$ cat src/core/telemetry_encoder_pkg.sv
// constants for the dual rate telemetry encoder
package telemetry_encoder_pkg;
    localparam int CLOCK_HZ = 50_000_000;
    localparam int FAST_RATE_CPS = 50;
    localparam int SLOW_DIVIDE = 48;
    localparam int CLKS_PER_FAST_STEP = CLOCK_HZ / FAST_RATE_CPS;
    localparam int DIV_W = 20;
    localparam int CHAN_PER_FRAME = 16;
    localparam int FAST_FRAMES = 16;
    localparam int SLOW_FRAMES = 2;
    localparam int FAST_CHANS = CHAN_PER_FRAME * FAST_FRAMES;
    localparam int SLOW_CHANS = CHAN_PER_FRAME * SLOW_FRAMES;
    localparam int FAST_CHAN_W = 8;
    localparam int SLOW_CHAN_W = 5;
    localparam int SLOW_STEP_W = 6;
    // scan periods, sync window and trim figures in milliseconds
    localparam int FAST_SCAN_MS = 5120;
    localparam int SLOW_SCAN_MS = 30720;
    localparam int SYNC_WINDOW_MS = 20;
    localparam int TRIM_MS = 20;
    // times expressed in fast steps (one step is 20 ms)
    localparam int SYNC_WINDOW_STEPS = SYNC_WINDOW_MS * FAST_RATE_CPS / 1000;
    localparam int TRIM_STEPS = TRIM_MS * FAST_RATE_CPS / 1000;
    localparam logic [FAST_CHAN_W-1:0] FAST_LAST = FAST_CHAN_W'(FAST_CHANS - 1);
    localparam logic [SLOW_CHAN_W-1:0] SLOW_LAST = SLOW_CHAN_W'(SLOW_CHANS - 1);
    localparam logic [SLOW_STEP_W-1:0] SLOW_STEP_LAST = SLOW_STEP_W'(SLOW_DIVIDE - 1);
    localparam logic [SLOW_STEP_W-1:0] SLOW_STEP_TRIM =
        SLOW_STEP_W'(SLOW_DIVIDE - 1 - TRIM_STEPS);
    localparam logic [FAST_CHAN_W-1:0] SYNC_LO = FAST_CHAN_W'(SYNC_WINDOW_STEPS);
    localparam logic [FAST_CHAN_W-1:0] SYNC_HI = FAST_CHAN_W'(FAST_CHANS - SYNC_WINDOW_STEPS);
    localparam logic [3:0] MARKER_CHAN = 4'h0;
    localparam logic [DIV_W-1:0] DIV_ZERO = 20'h0_0000;
endpackage

$ cat src/core/dual_rate_telemetry_encoder.sv
// fast and slow commutator sequencing with loose sequence synchronizer
// Operation
// - divide crystal clock to 50 steps per second for fast commutator.
// - divide fast step rate by 48 for the slow commutator.
// - fast commutator scans 256 channels, 16 frames of 16, then restarts.
// - slow commutator scans two frames of 16 channels, 32 total.
// - gate subcarrier inputs in turn onto each stream per channel; slow channels 0 and 16 carry the marker instead.
// - fast stream goes out live, slow stream goes to tape.
// - commutators sequence independently; one failing leaves the other running.
// - synchronized when sequence starts lie within 20 ms.
// - out of sync: following slow sequence shortened by 20 ms.
// - trim at most once per slow sequence, repeated until synchronized.
// - fast scan lasts 5.12 s, slow scan 30.72 s.
`timescale 1ns/100ps
module dual_rate_telemetry_encoder
    import telemetry_encoder_pkg::*;
#(
    parameter logic [DIV_W-1:0] CLK_PER_STEP = DIV_W'(CLKS_PER_FAST_STEP)
) (
    input wire logic clock,
    input wire logic reset_n,
    input wire logic [FAST_CHANS-1:0] fast_subcarrier,
    input wire logic [SLOW_CHANS-1:0] slow_subcarrier,
    output logic fast_stream,
    output logic slow_stream,
    output logic [FAST_CHAN_W-1:0] fast_channel,
    output logic [SLOW_CHAN_W-1:0] slow_channel,
    output logic fast_seq_start,
    output logic slow_seq_start,
    output logic in_sync
);

////////////////////////////////////////////////////////////////////////////////
// input synchronisers
logic [FAST_CHANS-1:0] fast_meta_ff, fast_sc_ff;
logic [SLOW_CHANS-1:0] slow_meta_ff, slow_sc_ff;

// first stage may go metastable; only the second stage is read
always_ff @(posedge clock) begin
    fast_meta_ff <= fast_subcarrier;
end

always_ff @(posedge clock) begin
    fast_sc_ff <= fast_meta_ff;
end

always_ff @(posedge clock) begin
    slow_meta_ff <= slow_subcarrier;
end

always_ff @(posedge clock) begin
    slow_sc_ff <= slow_meta_ff;
end

////////////////////////////////////////////////////////////////////////////////
// step rate divider
logic [DIV_W-1:0] div_ff, nxt_div;
logic step_ff, nxt_step;

always_comb begin
    nxt_div = div_ff;
    nxt_step = 1'b0;
    if (!reset_n) begin
        nxt_div = DIV_ZERO;
    end else if (div_ff == CLK_PER_STEP - DIV_W'(1)) begin
        nxt_div = DIV_ZERO;
        nxt_step = 1'b1;
    end else begin
        nxt_div = div_ff + DIV_W'(1);
    end
end

// divider count, wraps once per fast step
always_ff @(posedge clock) begin
    div_ff <= nxt_div;
end

// one-cycle step enable shared by both commutators
always_ff @(posedge clock) begin
    step_ff <= nxt_step;
end

////////////////////////////////////////////////////////////////////////////////
// fast commutator
logic [FAST_CHAN_W-1:0] fchan_ff, nxt_fchan;
logic fstart_ff, nxt_fstart;

always_comb begin
    nxt_fchan = fchan_ff;
    nxt_fstart = 1'b0;
    if (!reset_n) begin
        nxt_fchan = FAST_LAST;
    end else if (step_ff) begin
        nxt_fchan = fchan_ff + FAST_CHAN_W'(1);
        nxt_fstart = (fchan_ff == FAST_LAST);
    end
end

always_ff @(posedge clock) begin
    fchan_ff <= nxt_fchan;
end

// pulse when the fast sequence wraps to channel 0
always_ff @(posedge clock) begin
    fstart_ff <= nxt_fstart;
end

////////////////////////////////////////////////////////////////////////////////
// slow commutator and trimmer
logic [SLOW_STEP_W-1:0] sstep_ff, nxt_sstep;
logic [SLOW_CHAN_W-1:0] schan_ff, nxt_schan;
logic sstart_ff, nxt_sstart;
logic trim_ff, nxt_trim;
logic sync_ff, nxt_sync;
logic [SLOW_STEP_W-1:0] step_limit;
logic start_synced;

function automatic logic within_window(input logic [FAST_CHAN_W-1:0] phase);
    within_window = (phase <= SYNC_LO) || (phase >= SYNC_HI);
endfunction

// last channel of the slow sequence
function automatic logic is_slow_last(input logic [SLOW_CHAN_W-1:0] chan);
    is_slow_last = (chan == SLOW_LAST);
endfunction

always_comb begin
    // trimmed sequence: last channel one fast step short
    step_limit = (trim_ff && is_slow_last(schan_ff)) ? SLOW_STEP_TRIM : SLOW_STEP_LAST;
    // phase of the fast sequence at the moment the slow one restarts
    start_synced = within_window(fchan_ff + FAST_CHAN_W'(1));
    nxt_sstep = sstep_ff;
    nxt_schan = schan_ff;
    nxt_sstart = 1'b0;
    nxt_trim = trim_ff;
    nxt_sync = sync_ff;
    if (!reset_n) begin
        nxt_sstep = SLOW_STEP_LAST;
        nxt_schan = SLOW_LAST;
        nxt_trim = 1'b0;
        nxt_sync = 1'b0;
    end else if (step_ff) begin
        if (sstep_ff >= step_limit) begin
            nxt_sstep = '0;
            nxt_schan = schan_ff + SLOW_CHAN_W'(1);
            if (is_slow_last(schan_ff)) begin
                nxt_sstart = 1'b1;
                nxt_sync = start_synced;
                nxt_trim = !start_synced;
            end
        end else begin
            nxt_sstep = sstep_ff + SLOW_STEP_W'(1);
        end
    end
end

// fast steps spent in the current slow channel
always_ff @(posedge clock) begin
    sstep_ff <= nxt_sstep;
end

always_ff @(posedge clock) begin
    schan_ff <= nxt_schan;
end

// pulse when the slow sequence wraps to channel 0
always_ff @(posedge clock) begin
    sstart_ff <= nxt_sstart;
end

// trim request held through the following sequence
always_ff @(posedge clock) begin
    trim_ff <= nxt_trim;
end

// sync verdict of the last slow sequence start
always_ff @(posedge clock) begin
    sync_ff <= nxt_sync;
end

////////////////////////////////////////////////////////////////////////////////
// channel gating onto the output streams
logic marker_ff, nxt_marker;
logic fast_out_ff, nxt_fast_out;
logic slow_out_ff, nxt_slow_out;

always_comb begin
    nxt_marker = marker_ff;
    nxt_fast_out = 1'b0;
    nxt_slow_out = 1'b0;
    if (!reset_n) begin
        nxt_marker = 1'b0;
    end else begin
        if (step_ff) begin
            nxt_marker = !marker_ff;
        end
        nxt_fast_out = fast_sc_ff[fchan_ff];
        if (schan_ff[3:0] == MARKER_CHAN) begin
            nxt_slow_out = marker_ff;
        end else begin
            nxt_slow_out = slow_sc_ff[schan_ff];
        end
    end
end

// marker square wave, toggles every fast step
always_ff @(posedge clock) begin
    marker_ff <= nxt_marker;
end

// live stream towards the transmitter
always_ff @(posedge clock) begin
    fast_out_ff <= nxt_fast_out;
end

// stored stream towards the tape recorder
always_ff @(posedge clock) begin
    slow_out_ff <= nxt_slow_out;
end

////////////////////////////////////////////////////////////////////////////////
// outputs, each straight from a flip-flop

assign fast_stream = fast_out_ff;
assign slow_stream = slow_out_ff;
assign fast_channel = fchan_ff;
assign slow_channel = schan_ff;
assign fast_seq_start = fstart_ff;
assign slow_seq_start = sstart_ff;
assign in_sync = sync_ff;

endmodule

$ cat config.mk
export PLATFORM = sky130hd
export DESIGN_NAME = dual_rate_telemetry_encoder
export DESIGN_NICKNAME = d
export VERILOG_FILES = /design/src/core/telemetry_encoder_pkg.sv /design/src/core/dual_rate_telemetry_encoder.sv
export SDC_FILE = /design/constraint.sdc
export NUM_CORES = 1
export LEC_CHECK = 0
export BUFFER_PORTS_ARGS = -buffer_cell sky130_fd_sc_hd__buf_2
export CORE_MARGIN = 4
export CORE_UTILIZATION = 58
export DETAILED_ROUTE_END_ITERATION = 6
export GPL_TIMING_DRIVEN = 0
export PLACE_DENSITY = 0.91
export SLEW_MARGIN = 20
export SYNTH_ARGS = -nofsm -noshare
export SYNTH_HDL_FRONTEND = slang
export SYNTH_SLANG_ARGS = --single-unit
$ cat constraint.sdc
create_clock -name clock -period 5.7 [get_ports clock]
set_input_delay 0.57 -clock clock [delete_from_list [all_inputs] [get_ports clock]]
set_output_delay 0.57 -clock clock [all_outputs]
set_load 0.02 [all_outputs]
==> impl_metrics.ini <==
[run_status]
status = completed

[worst_setup_path]
rr_endpoint = in_sync
arrival_ps = 3420
regToRegSetupSlack_ps = 2730
required_ps = 6160
worst_path_max_delay_cell = clkbuf_1
crit_chain = clkbuf_1, and3_1, ha_1, nand2_1, ha_1, nor2b_1, nor3_1, o21a_1, and2_1, clkbuf_1, o2111ai_1, and3_1
crit_cells = 12
crit_path_end = in_sync
max_stage_delay_ps = 400
startpoint = slow_channel[2]
r2r_start = slow_channel[2]
worstSetupStartpointType = flop
worstSetupPathType = flop to flop
end_kind = flop
r2r_cells = 12
path_delay_family = simple AND/OR/NAND/NOR gates
worstPathBufferInverterCount = 2
cp_max_fo = 10

[detailed_routing]
dr.pass1.iters = 4
antenna_left = 0
drt_iter0_drc = 567
avgRoutedWirePerCell_um = 19.5
vias_per_cell = 5.01
wirelength_mm = 36.7
drc = 0
num_vias = 9416

[logic_synthesis]
yosys.area.top_type = dfxtp_1
ys.flop_type = dfxtp_1
synth_top_family_by_area = multiplexers
yosys.area_share.simple_pct = 5.72
async_reset_ff_share_pct = 0
synthCells = 1091
yosys.area_share.xor_xnor_pct = 1.49
synthAdderAreaFrac_pct = 0.684
synth_seq_area_share_pct = 75.8
synth_top_area_share_pct = 75.8
synth.area.mux_share_pct = 10.2
yosysWarnings = 0
synthTopCellsByArea = dfxtp_1 (76%), mux4_2 (4.4%), mux2i_1 (3.1%)
synth_edf_count = 0
synth.distinct_cells = 63
syn_nets = 1390
synth_area_per_cell_um2 = 15.1
syn_area_um2 = 16500
synth_compound_area_share_pct = 3.90
synth-seq-cells = 623

[timing]
skew_ps = 25.3
holdWs_ps = 83.4
slew_viol_final = 0
grt_setup_unrepaired = false
slew-limit-headroom_pct = 62.5
period_minus_slack_ps = 2970
tightest_slew_ps = 562
hold_viol = 0
period_share_pct = 52.0
setup_viol = 0
fmax_mhz = 337
fin_tns_setup_ps = 0

[global_route]
grt_use_total_pct = 23.0
grt_max_degree = 16
grt_pass1_vias = 10200
grt_overflow_total = 0
grt_first_pass_wirelength_mm = 54.8
antenna_found_initial = 9

[floorplanning]
initial_core_util_pct = 59.1
die_y_um = 176
fp.dieW_um = 176
design.die.area_um2 = 31100
core_um2 = 27900
placement_rows = 61
io_pins = 308

[cells_and_area]
num-nets-final = 1752
area_delta_synth_final_pct = 23.0
drive_gt1_share_pct = 30.5

[clock_tree]
hold_buffers = 0
path_clk_slew_ps = 60
clock_latency_ps = 580
h-tree-depth = 2
cts_setup_buffers = 0
cts-root-buf = clkbuf_16
numCtsBuffers = 54
ctsResizeCount = 0
cts_tree = built
clkSinkCount = 623
cts.path.max_buffers = 3

[hold_path]
hp-class = input port to flop

[placed_design]
numPortBuffers = 306
gp_congestion = 0.905
dp_hpwl_mm = 26.8

[flow_run]
cap_violations = 0

[pwr]
max-vdd-ir-drop_mv = 0.299
power_density_nw_per_um2 = 413
leakage_nw = 9.13
==> kinds of logic after synthesis <==
| kind of cell | after synthesis |
|---|---|
| flops | 623 |
| xor+xnor | 28 |
| simple gates | 182 |
| compound gates | 92 |
| fa+ha+maj | 9 |
| mux | 102 |
| buf+inv | 55 |
==> worst min-delay path by stage <==
stage	slack [ps]	depth (start not counted)	start	endpoint
3_5_place_dp	310	0	fast_meta_ff[123]	fast_sc_ff[123]
3_3_place_gp	310	0	fast_meta_ff[35]	fast_sc_ff[35]
6_report	80	1	fast_subcarrier[41]	fast_meta_ff[41]
4_1_cts	70	1	fast_subcarrier[205]	fast_meta_ff[205]
2_1_floorplan	310	0	fast_meta_ff[0]	fast_sc_ff[0]
5_1_grt	70	1	fast_subcarrier[200]	fast_meta_ff[200]
==> state kept, by name (all words and copies together), names as in the netlist, 5 cells and up <==
| name | cells |
|---|---|
| div_ff | 20 |
| fast_meta_ff | 256 |
| sstep_ff | 6 |
| slow_sc_ff | 32 |
| fast_sc_ff | 256 |
| slow_meta_ff | 32 |
| fast_channel | 8 |
| slow_channel | 5 |
==> placed cells by master (no fill, tap or decap), types with 5 or more instances in the layout <==
cell	n
a21oi_1	12
and2_1	5
and3_1	13
buf_12	5
buf_2	316
buf_4	5
clkbuf_1	31
clkbuf_16	54
clkbuf_8	11
clkinv_2	9
dfxtp_1	623
diode_2	8
ha_1	9
inv_1	9
mux2i_1	51
mux4_1	16
mux4_2	32
nand2_1	46
nand2b_1	6
nand3_1	20
nand3b_1	6
nand4_1	11
nor2_1	37
nor3_1	9
o211ai_1	5
o21ai_0	22
o221ai_1	15
o22ai_1	9
xnor2_1	10
xor2_1	18
==> cells in the mapped netlist, types with 5 or more instances <==
cell type,instances
dfxtp_1,623
mux2i_1,51
o22ai_1,9
xnor2_1,10
buf_4,5
nor3_1,9
nand3b_1,6
mux4_2,32
buf_2,10
o21ai_0,22
nand4_1,11
buf_12,5
mux4_1,16
a21oi_1,12
nand2b_1,6
and3_1,13
nor2_1,37
inv_1,9
xor2_1,18
o221ai_1,15
nand3_1,20
nand2_1,46
and2_1,5
ha_1,9
o211ai_1,5
clkbuf_1,18
==> routing by layer <==
| metal | share of wire [%] | up-vias | track usage, % |
|---|---|---|---|
| li1 | - | 4507 | - |
| met1 | 38 | 4474 | 27.2 |
| met2 | 52 | 362 | 41.1 |
| met3 | 6.5 | 71 | 4.86 |
| met4 | 2.9 | 2 | 8.48 |
| met5 | 0.019 | - | 0 |
==> layout make-up <==
cell class	instances	area, um^2
Sequential cell	623	12500
Fill cell	1763	7600
Multi-Input combinational cell	413	3630
Clock buffer	78	1550
Timing Repair Buffer	306	1530
Tap cell	378	473
Buffer	45	327
Clock inverter	18	215
Inverter	10	37.5
Antenna cell	8	20.0
==> worst reg2reg max path, cell delays in order, from the launching register on <==
cell	delay [ps]
dfxtp_1	330
clkbuf_1	290
and3_1	220
ha_1	240
nand2_1	90
ha_1	280
nor2b_1	40
nor3_1	120
o21a_1	190
and2_1	200
clkbuf_1	410
o2111ai_1	230
and3_1	220
==> power by group <==
part	switching [mW]	internal [mW]
Combinational	0.0668	0.111
Clock	1.52	2.04
Sequential	0.0594	4.57
Total	1.65	6.72
==> per-stage QoR <==
step                      std cells  cell area [um^2]  util [%]  worst slack (ps)  power, mW
final                          1879             20300      72.7              2730       8.37
after floorplan                1091             16500         -              3090       4.76
after global routing           1879             20300      72.7              2350       8.63
after global placement         1775             18500      66.3              2750       4.88
after detailed placement       1775             18500      66.3              2700       4.91
after CTS                      1871             20200      72.6              2680       8.43
No activity file was read; power rests on OpenSTA's default activity.
